File: config.mk
export PLATFORM = sky130hd
export DESIGN_NAME = dfsr_regs
export DESIGN_NICKNAME = d
export VERILOG_FILES = /design/src/logic/dfsr_pkg.sv /design/src/logic/dfsr_regs.sv
export VERILOG_INCLUDE_DIRS = /design/src /design/src/logic
export SDC_FILE = /design/constraint.sdc
export NUM_CORES = 2
export LEC_CHECK = 0
export ABC_CLOCK_PERIOD_IN_PS = 6200
export BUFFER_PORTS_ARGS = -buffer_cell sky130_fd_sc_hd__buf_2
export CAP_MARGIN = 40
export CORE_MARGIN = 3
export CORE_UTILIZATION = 65
export DETAILED_ROUTE_END_ITERATION = 8
export PLACE_DENSITY_LB_ADDON = 0.08
export SYNTH_ARGS = -nofsm -noshare
export SYNTH_HDL_FRONTEND = slang
export SYNTH_SLANG_ARGS = --single-unit
File: constraint.sdc
create_clock -name mclk_in -period 6.2 [get_ports mclk_in]
set_clock_uncertainty 0.1 [all_clocks]
set_input_delay 0.31 -clock mclk_in [delete_from_list [all_inputs] [get_ports mclk_in]]
set_output_delay 0.31 -clock mclk_in [all_outputs]
set_load 0.005 [all_outputs]
File: src/logic/dfsr_consts.svh
// constants for the filter, compensation and status register bank
// assumes byte-wide registers on the control port, 8-bit addresses
//
// What this block does
// - compensation coefficient, 16-bit signed, bytes 25/24
// - coefficient resets zero, zero means no compensation
// - address top bit picks stage one or two
// - address low seven bits pick coefficient index
// - 24-bit value in three bytes stored to memory
// - control bit 2 picks sine or cosine symmetry
// - control bit 1 enables writes, bypasses custom filter
// - control bit 0 picks built-in or custom filter
// - stage two memory 16 deep, 14 mirrored
// - status shows revision, part code, reserved zeros
// - status bit 1 shows automute active
// - status bit 0 shows clock recovery lock
// - pin status shows both pin levels
// - read-only 32-bit sample rate ratio, four bytes
// - ratio latched on lowest byte read, read upward
// - channel status 192 bits at bytes 70..93
// - interpolator bypass skips built-in eight-times filter
`ifndef DFSR_CONSTS_SVH
`define DFSR_CONSTS_SVH

// ****************************************
// register offsets
// ****************************************
`define DFSR_THD_LO 8'h18
`define DFSR_THD_HI 8'h19
`define DFSR_TAP_ADDR 8'h1A
`define DFSR_TAP_B0 8'h1B
`define DFSR_TAP_B1 8'h1C
`define DFSR_TAP_B2 8'h1D
`define DFSR_CTRL 8'h1E
`define DFSR_CHIP_STAT 8'h40
`define DFSR_PIN_STAT 8'h41
`define DFSR_RATIO_B0 8'h42
`define DFSR_RATIO_B1 8'h43
`define DFSR_RATIO_B2 8'h44
`define DFSR_RATIO_B3 8'h45
`define DFSR_CS_FIRST 8'h46
`define DFSR_CS_LAST 8'h5D

// ****************************************
// fields and reset values
// ****************************************
`define DFSR_ADDR_STAGE_BIT 7
`define DFSR_CTRL_SYM_BIT 2
`define DFSR_CTRL_WE_BIT 1
`define DFSR_CTRL_EN_BIT 0
`define DFSR_THD_RESET 16'h0000
`define DFSR_BYTE_RESET 8'h00
`define DFSR_TAP_RESET 24'h000000
`define DFSR_STAGE1_DEPTH 128
`define DFSR_STAGE2_DEPTH 16
`define DFSR_STAGE2_USED 7'h0E
`define DFSR_TAPS_SINE 5'h1B
`define DFSR_TAPS_COSINE 5'h1C

`endif

File: src/logic/dfsr_pkg.sv
// types shared by the register bank
// assumes the constants header is included by users for numbers
package dfsr_pkg;
    // coefficient word stored in filter memory
    typedef logic [23:0] dfsr_coef_type;
    // which oversampling stage an access targets
    typedef enum logic {dfsr_stage_one, dfsr_stage_two} dfsr_stage_type;
endpackage

File: src/logic/dfsr_regs.sv
// register bank: harmonic compensation, custom filter memory, status readback
// assumes a byte-wide register port already decoded from the control bus,
// status inputs synchronous to mclk_in
`timescale 1ns/1ps
`include "dfsr_consts.svh"

module dfsr_regs #(
    parameter int STAGE1_DEPTH = `DFSR_STAGE1_DEPTH,
    parameter int STAGE2_DEPTH = `DFSR_STAGE2_DEPTH,
    parameter logic [2:0] PART_CODE = 3'h2 // arbitrary value
) (
    // clock and reset
    input wire logic mclk_in,
    input wire logic rstn_in,
    // register port
    input wire logic [7:0] reg_addr_in,
    input wire logic reg_wr_in,
    input wire logic [7:0] reg_wdata_in,
    input wire logic reg_rd_in,
    output logic [7:0] reg_rdata_out,
    // device status inputs
    input wire logic revision_in,
    input wire logic automute_in,
    input wire logic lock_in,
    input wire logic [1:0] gpio_level_in,
    input wire logic [31:0] ratio_in,
    input wire logic [191:0] chan_status_in,
    input wire logic osf_bypass_in,
    // filter datapath side
    input wire logic coef_rd_stage_in,
    input wire logic [6:0] coef_rd_tap_in,
    output dfsr_pkg::dfsr_coef_type coef_rd_data_out,
    output logic [15:0] third_harmonic_coefficient_out,
    output logic thd_comp_active_out,
    output logic custom_filter_active_out,
    output logic builtin_fir_bypass_out,
    output logic second_stage_symmetry_out,
    output logic [4:0] stage2_taps_out
);

    // ****************************************
    // storage
    // ****************************************
    logic [15:0] third_harmonic_coefficient;
    logic [7:0] filter_tap_address;
    dfsr_pkg::dfsr_coef_type filter_tap_value;
    logic [7:0] filter_control;
    logic [31:0] ratio_latched;
    // no reset on the memories: contents are undefined until loaded
    dfsr_pkg::dfsr_coef_type stage1_mem [STAGE1_DEPTH];
    dfsr_pkg::dfsr_coef_type stage2_mem [STAGE2_DEPTH];

    // maps a stage two tap onto the stored half response
    function automatic logic [3:0] dfsr_mirror(input logic [6:0] tap, input logic cosine);
        logic [6:0] idx;
        idx = tap;
        if (tap >= `DFSR_STAGE2_USED) begin
            idx = cosine ? 7'(7'd27 - tap) : 7'(7'd26 - tap);
        end
        return idx[3:0];
    endfunction

    // ****************************************
    // decode
    // ****************************************
    // write hits per register
    wire wr_thd_lo = reg_wr_in && (reg_addr_in == `DFSR_THD_LO);
    wire wr_thd_hi = reg_wr_in && (reg_addr_in == `DFSR_THD_HI);
    wire wr_addr = reg_wr_in && (reg_addr_in == `DFSR_TAP_ADDR);
    wire wr_b0 = reg_wr_in && (reg_addr_in == `DFSR_TAP_B0);
    wire wr_b1 = reg_wr_in && (reg_addr_in == `DFSR_TAP_B1);
    wire wr_b2 = reg_wr_in && (reg_addr_in == `DFSR_TAP_B2);
    wire wr_ctrl = reg_wr_in && (reg_addr_in == `DFSR_CTRL);
    wire rd_ratio0 = reg_rd_in && (reg_addr_in == `DFSR_RATIO_B0);

    // commit only on the top byte so half-written values never land
    wire we_bit = filter_control[`DFSR_CTRL_WE_BIT];
    wire mem_wr = wr_b2 && we_bit;
    wire [23:0] commit_word = {reg_wdata_in, filter_tap_value[15:0]};
    wire wr_stage2 = filter_tap_address[`DFSR_ADDR_STAGE_BIT];
    wire [6:0] wr_index = filter_tap_address[6:0];

    // channel status byte select, lowest byte at the first offset
    wire cs_hit = (reg_addr_in >= `DFSR_CS_FIRST) && (reg_addr_in <= `DFSR_CS_LAST);
    wire [4:0] cs_idx = 5'(reg_addr_in - `DFSR_CS_FIRST);
    wire [7:0] cs_byte = chan_status_in[cs_idx * 8 +: 8];

    // status words, reserved bits read zero
    wire [7:0] chip_status = {2'h0, revision_in, PART_CODE, automute_in, lock_in};
    wire [7:0] pin_level_status = {6'h00, gpio_level_in};

    // ****************************************
    // read mux
    // ****************************************
    logic [7:0] next_rdata;
    always_comb begin
        next_rdata = 8'h00;
        case (reg_addr_in)
            `DFSR_THD_LO: next_rdata = third_harmonic_coefficient[7:0];
            `DFSR_THD_HI: next_rdata = third_harmonic_coefficient[15:8];
            `DFSR_TAP_ADDR: next_rdata = filter_tap_address;
            `DFSR_TAP_B0: next_rdata = filter_tap_value[7:0];
            `DFSR_TAP_B1: next_rdata = filter_tap_value[15:8];
            `DFSR_TAP_B2: next_rdata = filter_tap_value[23:16];
            `DFSR_CTRL: next_rdata = filter_control;
            `DFSR_CHIP_STAT: next_rdata = chip_status;
            `DFSR_PIN_STAT: next_rdata = pin_level_status;
            // lowest byte comes live, the same value that gets latched
            `DFSR_RATIO_B0: next_rdata = ratio_in[7:0];
            `DFSR_RATIO_B1: next_rdata = ratio_latched[15:8];
            `DFSR_RATIO_B2: next_rdata = ratio_latched[23:16];
            `DFSR_RATIO_B3: next_rdata = ratio_latched[31:24];
            default: next_rdata = cs_hit ? cs_byte : 8'h00;
        endcase
    end

    // ****************************************
    // filter read side
    // ****************************************
    // stage two taps beyond the stored half are mirrored back
    wire [3:0] s2_idx = dfsr_mirror(coef_rd_tap_in, filter_control[`DFSR_CTRL_SYM_BIT]);
    wire [23:0] rd_word = coef_rd_stage_in ? stage2_mem[s2_idx] : stage1_mem[coef_rd_tap_in];
    // custom filter is out of the path while writes are open
    wire next_custom = filter_control[`DFSR_CTRL_EN_BIT] && !we_bit;
    wire next_sym = filter_control[`DFSR_CTRL_SYM_BIT];
    wire [4:0] next_taps = next_sym ? `DFSR_TAPS_COSINE : `DFSR_TAPS_SINE;

    // ****************************************
    // registers
    // ****************************************
    // host-written registers
    always_ff @(posedge mclk_in or negedge rstn_in) begin
        if (!rstn_in) begin
            third_harmonic_coefficient <= `DFSR_THD_RESET;
            filter_tap_address <= `DFSR_BYTE_RESET;
            filter_tap_value <= `DFSR_TAP_RESET;
            filter_control <= `DFSR_BYTE_RESET;
        end else begin
            if (wr_thd_lo) third_harmonic_coefficient[7:0] <= reg_wdata_in;
            if (wr_thd_hi) third_harmonic_coefficient[15:8] <= reg_wdata_in;
            if (wr_addr) filter_tap_address <= reg_wdata_in;
            if (wr_b0) filter_tap_value[7:0] <= reg_wdata_in;
            if (wr_b1) filter_tap_value[15:8] <= reg_wdata_in;
            if (wr_b2) filter_tap_value[23:16] <= reg_wdata_in;
            if (wr_ctrl) filter_control <= reg_wdata_in;
        end
    end

    // ratio snapshot so the upper bytes match the low byte read
    always_ff @(posedge mclk_in or negedge rstn_in) begin
        if (!rstn_in) begin
            ratio_latched <= 32'h00000000;
        end else if (rd_ratio0) begin
            ratio_latched <= ratio_in;
        end
    end

    // coefficient memories
    always_ff @(posedge mclk_in) begin
        if (mem_wr && !wr_stage2) begin
            stage1_mem[wr_index] <= commit_word;
        end
        if (mem_wr && wr_stage2) begin
            stage2_mem[wr_index[3:0]] <= commit_word;
        end
    end

    // registered outputs
    always_ff @(posedge mclk_in or negedge rstn_in) begin
        if (!rstn_in) begin
            reg_rdata_out <= 8'h00;
            coef_rd_data_out <= `DFSR_TAP_RESET;
            third_harmonic_coefficient_out <= `DFSR_THD_RESET;
            thd_comp_active_out <= 1'b0;
            custom_filter_active_out <= 1'b0;
            builtin_fir_bypass_out <= 1'b0;
            second_stage_symmetry_out <= 1'b0;
            stage2_taps_out <= `DFSR_TAPS_SINE;
        end else begin
            if (reg_rd_in) reg_rdata_out <= next_rdata;
            coef_rd_data_out <= rd_word;
            third_harmonic_coefficient_out <= third_harmonic_coefficient;
            thd_comp_active_out <= |third_harmonic_coefficient;
            custom_filter_active_out <= next_custom;
            builtin_fir_bypass_out <= osf_bypass_in;
            second_stage_symmetry_out <= next_sym;
            stage2_taps_out <= next_taps;
        end
    end

    // ****************************************
    // checks
    // ****************************************
    property p_thd_high;
        @(posedge mclk_in) disable iff (!rstn_in)
        wr_thd_hi |=> ##1 third_harmonic_coefficient_out[15:8] == $past(reg_wdata_in, 2);
    endproperty
    a_thd_high: assert property (p_thd_high)
        else $error("compensation upper byte not applied");

    property p_thd_zero;
        @(posedge mclk_in) disable iff (!rstn_in)
        (third_harmonic_coefficient_out == 16'h0000) |-> !thd_comp_active_out;
    endproperty
    a_thd_zero: assert property (p_thd_zero)
        else $error("compensation active with zero coefficient");

    property p_no_commit;
        @(posedge mclk_in) disable iff (!rstn_in)
        (wr_b0 || wr_b1 || (wr_b2 && !we_bit)) |-> !mem_wr;
    endproperty
    a_no_commit: assert property (p_no_commit)
        else $error("coefficient committed without enabled top byte");

    property p_commit;
        @(posedge mclk_in) disable iff (!rstn_in)
        (wr_b2 && filter_control[1]) |-> mem_wr && commit_word[23:16] == reg_wdata_in;
    endproperty
    a_commit: assert property (p_commit)
        else $error("enabled top byte write did not commit");

    property p_custom;
        @(posedge mclk_in) disable iff (!rstn_in)
        custom_filter_active_out |-> $past(filter_control[0]) && !$past(filter_control[1]);
    endproperty
    a_custom: assert property (p_custom)
        else $error("custom filter active while writes open or not chosen");

    property p_taps;
        @(posedge mclk_in) disable iff (!rstn_in)
        wr_ctrl ##1 !wr_ctrl |=> stage2_taps_out == ($past(reg_wdata_in[2], 2) ? 5'h1C : 5'h1B);
    endproperty
    a_taps: assert property (p_taps)
        else $error("stage two tap count wrong for symmetry");

    property p_ratio;
        @(posedge mclk_in) disable iff (!rstn_in)
        rd_ratio0 |=> ratio_latched == $past(ratio_in) && reg_rdata_out == $past(ratio_in[7:0]);
    endproperty
    a_ratio: assert property (p_ratio)
        else $error("ratio not captured on low byte read");

    property p_chip;
        @(posedge mclk_in) disable iff (!rstn_in)
        (reg_rd_in && reg_addr_in == 8'h40) |=>
            reg_rdata_out == {2'h0, $past(revision_in), PART_CODE, $past(automute_in), $past(lock_in)};
    endproperty
    a_chip: assert property (p_chip)
        else $error("chip status readback wrong");

    property p_pins;
        @(posedge mclk_in) disable iff (!rstn_in)
        (reg_rd_in && reg_addr_in == 8'h41) |=> reg_rdata_out == {6'h00, $past(gpio_level_in)};
    endproperty
    a_pins: assert property (p_pins)
        else $error("pin status readback wrong");

    property p_cs_top;
        @(posedge mclk_in) disable iff (!rstn_in)
        (reg_rd_in && reg_addr_in == 8'h5D) |=> reg_rdata_out == $past(chan_status_in[191:184]);
    endproperty
    a_cs_top: assert property (p_cs_top)
        else $error("channel status top byte wrong");

    property p_thd_low;
        @(posedge mclk_in) disable iff (!rstn_in)
        wr_thd_lo |=> ##1 third_harmonic_coefficient_out[7:0] == $past(reg_wdata_in, 2);
    endproperty
    a_thd_low: assert property (p_thd_low)
        else $error("compensation lower byte not applied");

    property p_thd_active;
        @(posedge mclk_in) disable iff (!rstn_in)
        (wr_thd_lo || wr_thd_hi) |=> ##1
            thd_comp_active_out == ($past(third_harmonic_coefficient) != 16'h0000);
    endproperty
    a_thd_active: assert property (p_thd_active)
        else $error("compensation active flag wrong");

    property p_tap_addr;
        @(posedge mclk_in) disable iff (!rstn_in)
        wr_addr |=> filter_tap_address == $past(reg_wdata_in);
    endproperty
    a_tap_addr: assert property (p_tap_addr)
        else $error("filter address not stored");

    property p_stage1_store;
        @(posedge mclk_in) disable iff (!rstn_in)
        (mem_wr && !wr_stage2) |=> stage1_mem[$past(wr_index)] == $past(commit_word);
    endproperty
    a_stage1_store: assert property (p_stage1_store)
        else $error("stage one word not stored");

    property p_stage2_store;
        @(posedge mclk_in) disable iff (!rstn_in)
        (mem_wr && wr_stage2) |=> stage2_mem[$past(wr_index[3:0])] == $past(commit_word);
    endproperty
    a_stage2_store: assert property (p_stage2_store)
        else $error("stage two word not stored");

    property p_sym;
        @(posedge mclk_in) disable iff (!rstn_in)
        wr_ctrl |=> ##1 second_stage_symmetry_out == $past(reg_wdata_in[2], 2);
    endproperty
    a_sym: assert property (p_sym)
        else $error("symmetry output does not follow control");

    property p_custom_sel;
        @(posedge mclk_in) disable iff (!rstn_in)
        wr_ctrl |=> ##1
            custom_filter_active_out == ($past(reg_wdata_in[0], 2) && !$past(reg_wdata_in[1], 2));
    endproperty
    a_custom_sel: assert property (p_custom_sel)
        else $error("custom filter selection wrong");

    property p_we_bypass;
        @(posedge mclk_in) disable iff (!rstn_in)
        (wr_ctrl && reg_wdata_in[`DFSR_CTRL_WE_BIT]) |=> ##1 !custom_filter_active_out;
    endproperty
    a_we_bypass: assert property (p_we_bypass)
        else $error("custom filter in use while writes open");

    property p_bypass;
        @(posedge mclk_in) disable iff (!rstn_in)
        1'b1 |=> builtin_fir_bypass_out == $past(osf_bypass_in);
    endproperty
    a_bypass: assert property (p_bypass)
        else $error("interpolator bypass not followed");

    property p_cs_low;
        @(posedge mclk_in) disable iff (!rstn_in)
        (reg_rd_in && reg_addr_in == 8'h46) |=> reg_rdata_out == $past(chan_status_in[7:0]);
    endproperty
    a_cs_low: assert property (p_cs_low)
        else $error("channel status low byte wrong");

    property p_ratio_top;
        @(posedge mclk_in) disable iff (!rstn_in)
        (reg_rd_in && reg_addr_in == 8'h45) |=> reg_rdata_out == $past(ratio_latched[31:24]);
    endproperty
    a_ratio_top: assert property (p_ratio_top)
        else $error("ratio top byte not from snapshot");

endmodule

==> run metrics <==
postcts setup bufs=0; Tcrit/Tclk final=64.4%; min cycle time layout=3990 ps; wirelength, routed=391000 um; vias in the first global route=76600; share of the synthesized area in the top cell type=73.8%; Finished Layout Cells=10800; Port Buffers=312; WL/cell=36.2 um; placed cell count=10100; crit-path max FO=62; Max Transition Viols Final=0; Distinct cells, synth=84; status=completed; wire length on met2=182000 um; drt pass-1 iters=6; die outline height=471 um; CTS tree=built; Rel. slew slack=22.0%; multi-input logic area=31200 um^2; max-cap viol count=0; #FFs+latches synth=3589; Clock Tree Buf Depth=4; setup violators final=0; detailed router's first-iteration violation count=11600; RSZ-0062 raised after global routing=no; max incr delay on CP=690 ps; routed vias/inst=7.14; CP Capture Type=flip-flop; core area=215000 um^2; DRT antenna net count=0; Die W=471 um; Least-Margin Pin Slew=1170 ps; area grow syn2layout=13.2%; synth cell count leaders=3456 x edfxtp_1, 603 x mux4_2, 535 x mux2i_1, 263 x nand2_1, 192 x o221ai_1; WP data required=6920 ps; Post-DP HPWL=230000 um; total grt overflow=0; Clock Sinks=3589; Yosys warnings=0; post-route setup TNS=0 ps; Mean Syn Cell Area=20.2 um^2; TritonCTS Buffers=360; P per Cell Area=316 nW/um^2; metal3 WL=46500 um; worst path arrival time=4710 ps; Clk Latency, worst-skew pair=970 ps; Yosys top cell by area=edfxtp_1; Met1 Routed Length=142000 um; layout cells sized above 1=26.5%; final RePlAce weighted congestion=0.895; Peak VDD IR=322 uV; FMAX=251 MHz; most frequent cell after synthesis=edfxtp_1; Via Count=77100; Post-Syn Instances=6948; Seq. cell area=107000 um^2; Top-Level Pins=315; top cells by area, synth=edfxtp_1 74%, mux4_2 9.7%, mux2i_1 3.8%; Setup CP Type=reg2reg; Nets=7939; Slowest-stage cell, CP=dfrtp_1; global-route wire length before repair=557000 um; ys flop type=edfxtp_1; std cell rows=170; Worst Setup Start Kind=flip-flop; Tot GR Track Use=35.5%; Top Metal Used=met5; most used cell, CP=buf_4; synthesized area=141000 um^2; Hold Crit Class=in2reg; leakage power=0.0537 uW; DP Area=147000 um^2; CP Cell Sequence=inv_1 > a32oi_4 > buf_4 > nand2_4 > buf_4 > a211oi_1 > a311oi_1 > nor4_2 > buf_4 > nor3_1; clk slew on worst S/H paths=60 ps; root buf cell=clkbuf_16; sequential-to-total area share from yosys stat=76.2%; count of final hold-check violations=0; filler instances=12000; Synth async-reset ratio=3.71%; DR DRC count=0; Starting Density=65.5%; post-route cell area=159000 um^2; Die ar.=222000 um^2; H-tree depth=5; antenna violations before repair=28; Post-synth EDFFs=3456; largest net degree at the start of global routing=112
[layout by cell type, fill, tap and decap left out, types with 70 or more instances in the layout]
cell / n
a211oi_1: 71
a21oi_1: 130
buf_2: 320
buf_4: 332
clkbuf_1: 77
clkbuf_16: 370
clkinv_1: 80
dfrtp_1: 116
dlygate4sd3_1: 70
edfxtp_1: 3456
mux2_2: 94
mux2i_1: 535
mux4_2: 603
nand2_1: 262
nor2_2: 137
nor3_1: 106
o221ai_1: 192
o22ai_1: 150
[sequential cells by signal, summed over array words and instances, names as in the netlist]
signal	flops
builtin_fir_bypass_out	1
coef_rd_data_out	24
custom_filter_active_out	1
filter_control	8
filter_tap_address	8
filter_tap_value	24
ratio_latched	24
reg_rdata_out	8
stage1_mem	3072
stage2_mem	384
stage2_taps_out	2
thd_comp_active_out	1
third_harmonic_coefficient	16
third_harmonic_coefficient_out	16
[final cells by class]
| type | instances | share of cell area (%) |
|---|---|---|
| Sequential cell | 3589 | 67.3 |
| Timing Repair Buffer | 788 | 3.89 |
| Clock inverter | 175 | 0.854 |
| Antenna cell | 16 | 0.0252 |
| Tap cell | 2838 | 2.23 |
| Multi-Input combinational cell | 2932 | 19.6 |
| Inverter | 8 | 0.0220 |
| Clock buffer | 454 | 6.06 |
[critical path, delay by kind of cell, from the launching register on]
kind                   cells  cell delay, ps
buffers and inverters      4            1240
AND/OR/NAND/NOR            3             900
AO/OA/AOI/OAI              3             870
flip-flops                 1             690
[stage by stage]
stage / power, uW / worst slack, ps / utilization (%) / hold slack [ps]
after CTS: 50300 / 2270 / 74.0 / 4.32
after floorplan: 28800 / 2560 / - / -85.6
after detailed placement: 30100 / 1430 / 68.6 / 296
final: 50200 / 2210 / 74.1 / 64.0
after global routing: 51500 / 2050 / 74.1 / 33.6
after global placement: 30000 / 651 / 68.0 / 299
[cells by family after synthesis]
group / Yosys count / synth area share [%]
AND/OR/NAND/NOR: 820 / 2.74
adder cells (fa/ha/maj): 2 / 0.0178
multiplexers: 1246 / 14.5
buffers and inverters: 428 / 2.03
other: 1 / 0.00267
flip-flops: 3589 / 76.2
AO/OA/AOI/OAI: 860 / 4.54
XOR/XNOR: 2 / 0.0125
[timing repair]
action	in CTS	in global routing
hold buffers	71	0
endpoints found under the hold margin	726	0
resized for setup	0	0
[layer usage]
metal / global-route usage, % / vias to the layer above
li1: - / 30600
met1: 50.5 / 40000
met2: 53.5 / 5539
met3: 8.48 / 974
met4: 15.9 / 10
met5: 0 / -
[worst paths after layout]
path / start / endpoint / slack, ps / depth (start not counted)
min in group asynchronous: rstn_in / stage2_taps_out[1] / 410 / 3
hold reg to reg: third_harmonic_coefficient[9] / third_harmonic_coefficient_out[9] / 370 / 0
hold / removal: ratio_in[16] / ratio_latched[16] / 60 / 3
setup / recovery: filter_control[2] / coef_rd_data_out[17] / 2210 / 10
setup reg to reg: filter_control[2] / coef_rd_data_out[17] / 2210 / 10
max in group asynchronous: rstn_in / filter_tap_value[14] / 4820 / 5
[report_power, final]
group	total (uW)	leakage [uW]	switching, uW	internal, uW
combinational	2870	0.0144	1830	1050
sequential	26800	0.0339	165	26600
clock	20600	0.00539	8750	11800
total	50200	0.0537	10700	39500
Note: power is estimated with default switching activity, not from simulation.
